--- src/logic/uart_ctl_pkg.sv ---
/*
 * Shared constants for the UART interrupt/FIFO control register bank:
 * register offsets, field positions, reset values, identification codes.
 * Assumes a byte-wide register port with a 4-bit register address.
 */
package uart_ctl_pkg;
	localparam logic [3:0] OFS_DIV_HIGH = 4'h1;
	localparam logic [3:0] OFS_IRQ_EN = 4'h1;
	localparam logic [3:0] OFS_IDENT = 4'h2;
	localparam logic [3:0] OFS_FIFO_CTL = 4'h2;
	localparam logic [3:0] OFS_LINE_CTL = 4'h3;
	localparam logic [7:0] LINE_CTL_ENH = 8'hBF;
	localparam int LINE_CTL_DLAB = 7;
	localparam logic [7:0] LINE_CTL_RESET = 8'h1D;
	localparam logic [7:0] DIV_HIGH_RESET = 8'h00;
	localparam logic [7:0] IRQ_EN_RESET = 8'h00;
	localparam logic [7:0] IDENT_RESET = 8'h01;
	localparam logic [7:0] FIFO_CTL_RESET = 8'h00;
	localparam int IE_CTS = 7;
	localparam int IE_RTS = 6;
	localparam int IE_XOFF = 5;
	localparam int IE_SLEEP = 4;
	localparam int IE_MODEM = 3;
	localparam int IE_LINE = 2;
	localparam int IE_TX = 1;
	localparam int IE_RX = 0;
	localparam int FC_ENABLE = 0;
	localparam int FC_RX_CLR = 1;
	localparam int FC_TX_CLR = 2;
	localparam logic [5:0] ID_LINE = 6'h06;
	localparam logic [5:0] ID_TIMEOUT = 6'h0C;
	localparam logic [5:0] ID_RX = 6'h04;
	localparam logic [5:0] ID_TX = 6'h02;
	localparam logic [5:0] ID_MODEM = 6'h00;
	localparam logic [5:0] ID_PIN = 6'h30;
	localparam logic [5:0] ID_XOFF = 6'h10;
	localparam logic [5:0] ID_CTSRTS = 6'h20;
	localparam logic [5:0] ID_NONE = 6'h01;
	localparam logic [6:0] FIFO_DEPTH = 7'h40;
	localparam logic [6:0] RX_TRIG_0 = 7'h08;
	localparam logic [6:0] RX_TRIG_1 = 7'h10;
	localparam logic [6:0] RX_TRIG_2 = 7'h38;
	localparam logic [6:0] RX_TRIG_3 = 7'h3C;
	localparam logic [6:0] TX_TRIG_0 = 7'h08;
	localparam logic [6:0] TX_TRIG_1 = 7'h10;
	localparam logic [6:0] TX_TRIG_2 = 7'h20;
	localparam logic [6:0] TX_TRIG_3 = 7'h38;
	localparam logic [6:0] TRIG_ONE = 7'h01;
endpackage : uart_ctl_pkg

--- src/logic/uart_irq_prio.sv ---
/*
 * Priority encoder for the interrupt identification code.
 * Assumes the pending vector is already gated by the enables.
 */
`timescale 1ns/10ps
module uart_irq_prio
	import uart_ctl_pkg::*;
(
	input wire logic line_err,
	input wire logic rx_timeout,
	input wire logic rx_ready,
	input wire logic tx_ready,
	input wire logic modem,
	input wire logic pin_change,
	input wire logic xoff_char,
	input wire logic cts_rts_off,
	output logic [5:0] code
);
	always_comb begin
		if (line_err)
			code = ID_LINE;
		else if (rx_timeout)
			code = ID_TIMEOUT;
		else if (rx_ready)
			code = ID_RX;
		else if (tx_ready)
			code = ID_TX;
		else if (modem)
			code = ID_MODEM;
		else if (pin_change)
			code = ID_PIN;
		else if (xoff_char)
			code = ID_XOFF;
		else if (cts_rts_off)
			code = ID_CTSRTS;
		else
			code = ID_NONE;
	end
endmodule : uart_irq_prio

--- src/logic/uart_sleep_ctl.sv ---
/*
 * Sleep state machine: decides when the oscillator may stop and
 * when it must restart. Runs on the always-on register clock.
 */
`timescale 1ns/10ps
module uart_sleep_ctl (
	input wire logic clk_sys,
	input wire logic reset,
	input wire logic sleep_allowed,
	input wire logic any_pending,
	input wire logic modem_toggle,
	input wire logic rx_pin,
	input wire logic fifos_empty,
	input wire logic tx_load,
	output logic asleep
);
	typedef enum logic [1:0] {AWAKE = 2'b00, ASLEEP = 2'b01} sleep_e;
	sleep_e state;
	sleep_e next_state;
	logic may_sleep;
	logic wake;
	assign may_sleep = sleep_allowed && !any_pending && !modem_toggle
		&& rx_pin && fifos_empty && !tx_load;
	assign wake = modem_toggle || !rx_pin || tx_load;
	always_comb begin
		case (state)
			AWAKE: next_state = may_sleep ? ASLEEP : AWAKE;
			ASLEEP: next_state = (wake || !sleep_allowed) ? AWAKE : ASLEEP;
			default: next_state = AWAKE;
		endcase
	end
	always_ff @(posedge clk_sys) begin
		if (reset)
			state <= AWAKE;
		else
			state <= next_state;
	end
	// oscillator stop request; the uart clock gate follows this level
	assign asleep = (state == ASLEEP);
	chk_sleep_wake: assert property (@(posedge clk_sys) disable iff (reset)
		asleep && (!rx_pin || tx_load) |=> !asleep)
		else $error("sleep not left on wake event");
	chk_sleep_enter: assert property (@(posedge clk_sys) disable iff (reset)
		$rose(asleep) |-> $past(fifos_empty) && $past(rx_pin))
		else $error("sleep entered with conditions unmet");
	cov_sleep: cover property (@(posedge clk_sys) $rose(asleep));
endmodule : uart_sleep_ctl

--- src/logic/uart_ctl_regs.sv ---
/*
 * Interrupt enable, divisor high byte, interrupt identification and
 * FIFO control registers of a single UART channel, with sleep control.
 * Assumes a byte register port (address, write/read strobes) from the
 * host-port logic, and status inputs from the serial datapath.
 */
// Notes on behaviour
// - enable bits 7,6,3,2,0 gate cts, rts, modem, line and rx sources
// - enable bit 5 gates the xoff/special character interrupt
// - enable bit 1 gates tx ready: holding empty or space above trigger
// - enable bits 7:4 written only while enhanced enable is set
// - sleep only with no pending irq, stable modem, rx high, fifos empty
// - wake on modem toggle, rx going low, or transmit fifo load
// - while asleep the oscillator is stopped
// - divisor high at offset 1 when dlab set and not 0xBF; power-on only
// - ident priorities 1 to 3: line, timeout/rx data, tx ready
// - ident priorities 4 to 7: modem, pin, xoff, cts/rts off
// - fifo control 7:6 picks rx trigger 8, 16, 56 or 60
// - fifo control bit 1 clears rx fifo, self-clearing pulse
// - tx trigger field writable and effective only with enhanced enable
// - fifo enable low: one-char fifos, trigger one, bits 7:4 locked, clear bits 2:1 still act
`timescale 1ns/10ps
module uart_ctl_regs
	import uart_ctl_pkg::*;
#(
	parameter int FIFO_BITS = 7
) (
	input wire logic clk_sys,
	input wire logic reset,
	input wire logic power_on_reset,
	input wire logic [3:0] reg_addr,
	input wire logic [7:0] reg_wdata,
	input wire logic reg_write,
	input wire logic reg_read,
	output logic [7:0] reg_rdata,
	input wire logic [7:0] line_control,
	input wire logic enhanced_enable,
	input wire logic [FIFO_BITS-1:0] rx_level,
	input wire logic [FIFO_BITS-1:0] tx_level,
	input wire logic line_err,
	input wire logic rx_timeout,
	input wire logic modem_change,
	input wire logic pin_change,
	input wire logic xoff_char,
	input wire logic cts_rts_off,
	input wire logic cts_dsr_change,
	input wire logic rts_dtr_change,
	input wire logic modem_toggle,
	input wire logic rx_pin,
	input wire logic tx_load,
	output logic [7:0] divisor_high_byte,
	output logic [FIFO_BITS-1:0] rx_trigger,
	output logic [FIFO_BITS-1:0] tx_trigger,
	output logic [FIFO_BITS-1:0] fifo_depth,
	output logic fifo_enable,
	output logic rx_fifo_clear,
	output logic tx_fifo_clear,
	output logic irq_pending,
	output logic osc_stop
);
	logic [7:0] interrupt_enable;
	logic [7:0] fifo_control;
	logic [7:0] interrupt_ident;
	logic [5:0] ident_code;
	logic dlab;
	logic enh_map;
	logic sel_div_high;
	logic sel_irq_en;
	logic sel_fifo;
	logic wr_div_high;
	logic wr_irq_en;
	logic wr_fifo;
	logic [7:0] next_irq_en;
	logic [7:0] next_fifo_ctl;
	logic rx_ready;
	logic tx_ready;
	logic [FIFO_BITS-1:0] tx_space;
	logic en_line;
	logic en_rx;
	logic en_tx;
	logic en_modem;
	logic en_xoff;
	logic en_pin;
	logic en_ctsrts;

	// address decode
	assign dlab = line_control[LINE_CTL_DLAB];
	assign enh_map = (line_control == LINE_CTL_ENH);
	assign sel_div_high = (reg_addr == OFS_DIV_HIGH) && dlab && !enh_map;
	assign sel_irq_en = (reg_addr == OFS_IRQ_EN) && !dlab;
	assign sel_fifo = (reg_addr == OFS_FIFO_CTL) && !dlab;
	assign wr_div_high = reg_write && sel_div_high;
	assign wr_irq_en = reg_write && sel_irq_en;
	assign wr_fifo = reg_write && sel_fifo;

	// upper enable bits hold unless the enhanced functions are on
	assign next_irq_en = enhanced_enable ? reg_wdata
		: {interrupt_enable[7:4], reg_wdata[3:0]};

	always_comb begin
		next_fifo_ctl = fifo_control;
		next_fifo_ctl[FC_ENABLE] = reg_wdata[FC_ENABLE];
		if (reg_wdata[FC_ENABLE]) begin
			next_fifo_ctl[7:6] = reg_wdata[7:6];
			if (enhanced_enable)
				next_fifo_ctl[5:4] = reg_wdata[5:4];
		end
		// clear bits are never stored; they act as a one-cycle pulse
		next_fifo_ctl[3:1] = 3'b000;
	end

	always_ff @(posedge clk_sys) begin
		if (reset) begin
			interrupt_enable <= IRQ_EN_RESET;
			fifo_control <= FIFO_CTL_RESET;
		end else begin
			if (wr_irq_en)
				interrupt_enable <= next_irq_en;
			if (wr_fifo)
				fifo_control <= next_fifo_ctl;
		end
	end

	// divisor high byte survives soft reset, only power-on clears it
	always_ff @(posedge clk_sys) begin
		if (power_on_reset)
			divisor_high_byte <= DIV_HIGH_RESET;
		else if (wr_div_high)
			divisor_high_byte <= reg_wdata;
	end

	always_ff @(posedge clk_sys) begin
		if (reset) begin
			rx_fifo_clear <= 1'b0;
			tx_fifo_clear <= 1'b0;
		end else begin
			rx_fifo_clear <= wr_fifo && reg_wdata[FC_RX_CLR];
			tx_fifo_clear <= wr_fifo && reg_wdata[FC_TX_CLR];
		end
	end

	assign fifo_enable = fifo_control[FC_ENABLE];
	assign fifo_depth = fifo_enable ? FIFO_BITS'(FIFO_DEPTH)
		: FIFO_BITS'(TRIG_ONE);

	always_comb begin
		case (fifo_control[7:6])
			2'b00: rx_trigger = FIFO_BITS'(RX_TRIG_0);
			2'b01: rx_trigger = FIFO_BITS'(RX_TRIG_1);
			2'b10: rx_trigger = FIFO_BITS'(RX_TRIG_2);
			2'b11: rx_trigger = FIFO_BITS'(RX_TRIG_3);
			default: rx_trigger = FIFO_BITS'(RX_TRIG_0);
		endcase
		if (!fifo_enable)
			rx_trigger = FIFO_BITS'(TRIG_ONE);
	end

	always_comb begin
		case (fifo_control[5:4])
			2'b00: tx_trigger = FIFO_BITS'(TX_TRIG_0);
			2'b01: tx_trigger = FIFO_BITS'(TX_TRIG_1);
			2'b10: tx_trigger = FIFO_BITS'(TX_TRIG_2);
			2'b11: tx_trigger = FIFO_BITS'(TX_TRIG_3);
			default: tx_trigger = FIFO_BITS'(TX_TRIG_0);
		endcase
		if (!enhanced_enable)
			tx_trigger = FIFO_BITS'(TX_TRIG_0);
		if (!fifo_enable)
			tx_trigger = FIFO_BITS'(TRIG_ONE);
	end

	// interrupt sources
	assign tx_space = fifo_depth - tx_level;
	assign rx_ready = (rx_level >= rx_trigger);
	assign tx_ready = fifo_enable ? (tx_space > tx_trigger)
		: (tx_level == '0);
	assign en_line = interrupt_enable[IE_LINE] && line_err;
	assign en_rx = interrupt_enable[IE_RX] && rx_ready;
	assign en_tx = interrupt_enable[IE_TX] && tx_ready;
	assign en_modem = interrupt_enable[IE_MODEM] && modem_change;
	assign en_xoff = interrupt_enable[IE_XOFF] && xoff_char;
	assign en_pin = (interrupt_enable[IE_CTS] && cts_dsr_change)
		|| (interrupt_enable[IE_RTS] && rts_dtr_change);
	assign en_ctsrts = (interrupt_enable[IE_CTS] || interrupt_enable[IE_RTS])
		&& cts_rts_off;

	uart_irq_prio u_prio (
		.line_err(en_line),
		.rx_timeout(interrupt_enable[IE_RX] && rx_timeout),
		.rx_ready(en_rx),
		.tx_ready(en_tx),
		.modem(en_modem),
		.pin_change(en_pin && pin_change),
		.xoff_char(en_xoff),
		.cts_rts_off(en_ctsrts),
		.code(ident_code)
	);

	// bit 0 low means pending, so the idle code reads 01
	assign irq_pending = (ident_code != ID_NONE);
	assign interrupt_ident = {{2{fifo_enable}}, ident_code};

	uart_sleep_ctl u_sleep (
		.clk_sys(clk_sys),
		.reset(reset),
		.sleep_allowed(interrupt_enable[IE_SLEEP] && enhanced_enable),
		.any_pending(irq_pending),
		.modem_toggle(modem_toggle),
		.rx_pin(rx_pin),
		.fifos_empty((rx_level == '0) && (tx_level == '0)),
		.tx_load(tx_load),
		.asleep(osc_stop)
	);

	// read data registered; unmapped offsets read zero
	always_ff @(posedge clk_sys) begin
		if (reset)
			reg_rdata <= 8'h00;
		else if (reg_read && sel_div_high)
			reg_rdata <= divisor_high_byte;
		else if (reg_read && sel_irq_en)
			reg_rdata <= interrupt_enable;
		else if (reg_read && sel_fifo)
			reg_rdata <= interrupt_ident;
		else if (reg_read)
			reg_rdata <= 8'h00;
	end

	chk_upper_en_lock: assert property (@(posedge clk_sys) disable iff (reset)
		wr_irq_en && !enhanced_enable
		|=> interrupt_enable[7:4] == $past(interrupt_enable[7:4]))
		else $error("upper enable bits changed without enhanced enable");
	chk_rx_clr_pulse: assert property (@(posedge clk_sys) disable iff (reset)
		wr_fifo && reg_wdata[FC_RX_CLR] |=> rx_fifo_clear ##1 !rx_fifo_clear
		)
		else $error("rx clear not a single pulse");
	chk_tx_clr_pulse: assert property (@(posedge clk_sys) disable iff (reset)
		wr_fifo && reg_wdata[FC_TX_CLR] |=> tx_fifo_clear ##1 !tx_fifo_clear
		)
		else $error("tx clear not a single pulse");
	chk_div_write: assert property (@(posedge clk_sys)
		disable iff (power_on_reset)
		wr_div_high |=> divisor_high_byte == $past(reg_wdata))
		else $error("divisor high byte not written");
	chk_div_lock: assert property (@(posedge clk_sys)
		disable iff (power_on_reset)
		!wr_div_high && !power_on_reset |=> $stable(divisor_high_byte))
		else $error("divisor high byte changed without write");
	chk_line_first: assert property (@(posedge clk_sys) disable iff (reset)
		en_line |-> ident_code == ID_LINE)
		else $error("line status not highest priority");
	chk_idle_code: assert property (@(posedge clk_sys) disable iff (reset)
		!(en_line || en_rx || en_tx || en_modem || en_xoff || en_ctsrts
		|| (en_pin && pin_change) || (interrupt_enable[IE_RX] && rx_timeout))
		|-> interrupt_ident[0])
		else $error("pending shown with no source");
	chk_rx_trig: assert property (@(posedge clk_sys) disable iff (reset)
		fifo_enable && fifo_control[7:6] == 2'b11
		|-> rx_trigger == FIFO_BITS'(RX_TRIG_3))
		else $error("rx trigger 60 not applied");
	chk_tx_trig: assert property (@(posedge clk_sys) disable iff (reset)
		fifo_enable && enhanced_enable && fifo_control[5:4] == 2'b10
		|-> tx_trigger == FIFO_BITS'(TX_TRIG_2))
		else $error("tx trigger 32 not applied");
	chk_no_fifo: assert property (@(posedge clk_sys) disable iff (reset)
		!fifo_enable |-> rx_trigger == FIFO_BITS'(TRIG_ONE))
		else $error("trigger not one with fifos off");
	cov_rx_clear: cover property (@(posedge clk_sys) rx_fifo_clear);
	cov_tx_irq: cover property (@(posedge clk_sys) ident_code == ID_TX);
	cov_en_write: cover property (@(posedge clk_sys)
		wr_irq_en && enhanced_enable);
endmodule : uart_ctl_regs

--- config.mk ---
export PLATFORM = sky130hd
export DESIGN_NAME = uart_ctl_regs
export DESIGN_NICKNAME = d
export VERILOG_FILES = /design/src/logic/uart_ctl_pkg.sv /design/src/logic/uart_irq_prio.sv /design/src/logic/uart_sleep_ctl.sv /design/src/logic/uart_ctl_regs.sv
export SDC_FILE = /design/constraint.sdc
export NUM_CORES = 1
export LEC_CHECK = 0
export BUFFER_PORTS_ARGS = -buffer_cell sky130_fd_sc_hd__buf_2
export CORE_UTILIZATION = 48
export DETAILED_ROUTE_END_ITERATION = 16
export GPL_ROUTABILITY_DRIVEN = 1
export PLACE_DENSITY = 0.81
export SKIP_LAST_GASP = 1
export SLEW_MARGIN = 15
export SYNTH_ARGS = -nofsm -noshare
export SYNTH_HDL_FRONTEND = slang
export SYNTH_HIERARCHICAL = 1
export SYNTH_SLANG_ARGS = --single-unit
--- constraint.sdc ---
create_clock -name clk_sys -period 3.98 [get_ports clk_sys]
set_input_delay 0.597 -clock clk_sys [delete_from_list [all_inputs] [get_ports clk_sys]]
set_output_delay 0.597 -clock clk_sys [all_outputs]
set_load 0.005 [all_outputs]
==> metrics.yaml <==
synthDistinctLibCells: 49
drv_slew: 0
synth_area_leaders: "dfxtp_1 30%, ha_1 9.3%, nand2_1 6.4%"
io_buffers: 82
crit_fanout: 4
arrival_ps: 3350
drc_errors: 0
vias: 2184
hp-start: "u_sleep/state[0]"
path_cells: "buf_6 > buf_4 > ha_1 > nor3_2 > nor3b_2 > xnor2_1 > ha_1 > a21oi_1 > a31oi_1 > o31ai_1 > a31oi_2 > nor4_2 > nor4_2 > nand3b_1 > buf_2"
ctsHtreeMaxLevel: 2
synth_top_area_share_pct: 29.6
cts_tree: "done"
p_per_area_nw_per_um2: 266
fp.dieH_um: 69.1
hold_viol_final: 0
antenna_left: 0
reg2reg_to: "u_sleep/state[0]"
clk_latency_ps: 280
drv_cap: 0
relSlewSlack_pct: 48.1
dieArea_um2: 4780
endpoint_kind: "output pin"
synth_edf_count: 0
finalSetupViolCount: 0
synth_area_per_cell_um2: 8.10
cts_hold_buf: 0
finalCritPeriodShare_pct: 99.1
synth_warnings: 6
regArea_um2: 641
hp-class: "reg2reg"
ys_seq_area_share_pct: 29.6
fillerInstances: 365
outcome: "complete, no violations"
num_antenna_cells: 0
vdd_drop_max_uv: 226
io_pins: 93
fin_nets: 419
dr.pass1.iters: 4
p_total_uw: 743
die_w_um: 69.1
multi_input_area_um2: 1410
whs_ps: 459
cts_num_sinks: 32
timing.setup.tns_ps: 0
synth_area_um2: 2160
max-clock-path-buffers: 2
synth_top_cell_by_area: "dfxtp_1"
ys_ff_latch: 32
row_count: 24
finClkSkew_ps: 4.93
hold_end: "u_sleep/state[0]"
crit_path_max_incr_delay_ps: 390
overflow: 0
r2r_setup_slack_ps: 530
rsz0062_at_grt: "true"
start_util_pct: 49.7
grt_pass1_wl_mm: 9.53
worst_path_dominant_cell_family: "simple AND/OR/NAND/NOR gates"
wl_per_cell_um: 14.4
area_delta_synth_final_pct: 29.3
antenna_found_initial: 0
r2r_start: "fifo_control[0]"
path_buf_inv: 3
power.leakage_uw: 0.00132
r2r.worst_path.cells: 15
core_um2: 4350
synthCells: 267
grt_pass1_vias: 2104
cp_slowest_cell: "nor4_2"
vias_per_cell: 5.39
drt_iter0_markers: 151
period_minus_slack_ps: 3940
max_freq_ghz: 0.254
holdPathStages: 2
finalWirelength_mm: 5.83
grt_usage_pct: 24.6
path_class: "in2out"
worst-slew-pin-transition_ps: 777
ys_async_sr_fraction_pct: 0
clock-root-buffer: "clkbuf_8"
cts_made_buffers: 5
grt_max_degree: 25
ys.flop_type: "dfxtp_1"
critPathLaunchType: "primary input"
gp_congestion: 0.900
cp.required_ps: 3380
path_clk_slew_ps: 70
dp_hpwl_mm: 4.41
drive_gt1_share_pct: 34.3
## worst min-delay path, stage by stage (launching register included)
cell and delay (ps):
dfxtp_1 310, inv_1 60, a2111oi_2 50
## power breakdown
group / internal, uW / switching, uW
clock: 186 / 122
sequential: 325 / 2.56
combinational: 49.9 / 58.5
total: 560 / 183
## per-layer routing
metal  GRT usage (%)  vias up  wire length (um)
met3            4.68       10               334
met5               0        -                 0
met1            29.7     1016              2380
met4            9.52        0               104
li1                -     1081                 -
met2            42.7       77              3010
## final cells by class
type | instances | share of cell area, %
sequential | 32 | 22.9
clock buffer | 6 | 2.60
inverter | 18 | 2.42
tap | 52 | 2.33
multi-input combinational | 202 | 50.5
timing repair buffer | 93 | 18.0
clock inverter | 2 | 1.25
## through the flow
step / worst slack (ps) / std cells / cell area (um^2) / util, %
detailed placement: -154 / 392 / 2560 / 58.9
global route: -197 / 405 / 2800 / 64.2
CTS: 0.156 / 402 / 2730 / 62.7
floorplan: 366 / 276 / 2200 / -
finish: 37.3 / 405 / 2800 / 64.2
global placement: 40.8 / 392 / 2560 / 58.9
## cell families after synthesis
family                     after synthesis  share of synthesized area (%)
xor gates and xnor gates                 5                           2.03
adders and majority gates               16                           9.26
other                                    1                          0.173
buffers and inverters                   42                           10.2
muxes                                    8                           3.70
AOI/OAI and AO/OA                       47                           16.3
DFF                                     32                           29.6
and+or+nand+nor                        116                           28.6
## synthesized netlist by cell type (all sizes together), types with 2 or more instances
cell     count
nand2       37
dfxtp       32
nor2        21
buf         19
inv         18
nand3       18
ha          16
a21oi       14
a311oi       8
mux2i        8
a22o         6
nor2b        6
and2         5
clkbuf       5
nor4         5
nor3b        4
o21ai        4
xnor2        4
a31oi        3
nand2b       3
nor3         3
o31ai        3
or3          3
a2111oi      2
and3         2
nand3b       2
nor4b        2
## worst max-delay path by stage
| stage | slack (ps) | from | cells past startpoint | endpoint |
|---|---|---|---|---|
| 2_1_floorplan | 370 | tx_level[0] | 16 | u_sleep/state[0] |
| 5_1_grt | -200 | tx_level[0] | 15 | irq_pending |
| 3_5_place_dp | -150 | tx_level[0] | 16 | irq_pending |
| 6_report | 40 | tx_level[0] | 15 | irq_pending |
| 3_3_place_gp | 40 | tx_level[0] | 16 | irq_pending |
| 4_1_cts | 0.2 | tx_level[0] | 16 | irq_pending |
## state kept, by name, indices dropped and copies added, names as in the netlist
signal,cells
reg_rdata,8
u_sleep/state,1
interrupt_enable,8
rx_fifo_clear,1
fifo_control,5
tx_fifo_clear,1
divisor_high_byte,8
## cells in the final DEF (no fill, tap or decap), types with 3 or more instances in the layout
cell type  instances
ha_1              14
a21oi_1           14
o31ai_1            3
buf_2             81
a22o_1             6
o21ai_0            4
mux2i_1            8
nor2b_1            6
conb_1            10
xnor2_1            4
a311oi_1           6
nor2_1            21
inv_1             16
buf_4             10
nand2b_1           3
nor4_2             3
clkbuf_8           5
dfxtp_1           32
and2_1             5
nand3_1           17
nand2_1           37
## what timing repair did
item | in CTS | in global routing
endpoints found under the setup margin | 1 | 1
resized for setup | 7 | 10
pin swaps | 9 | 12
buffers inserted | 2 | 3
(Power assumes the default switching activity.)
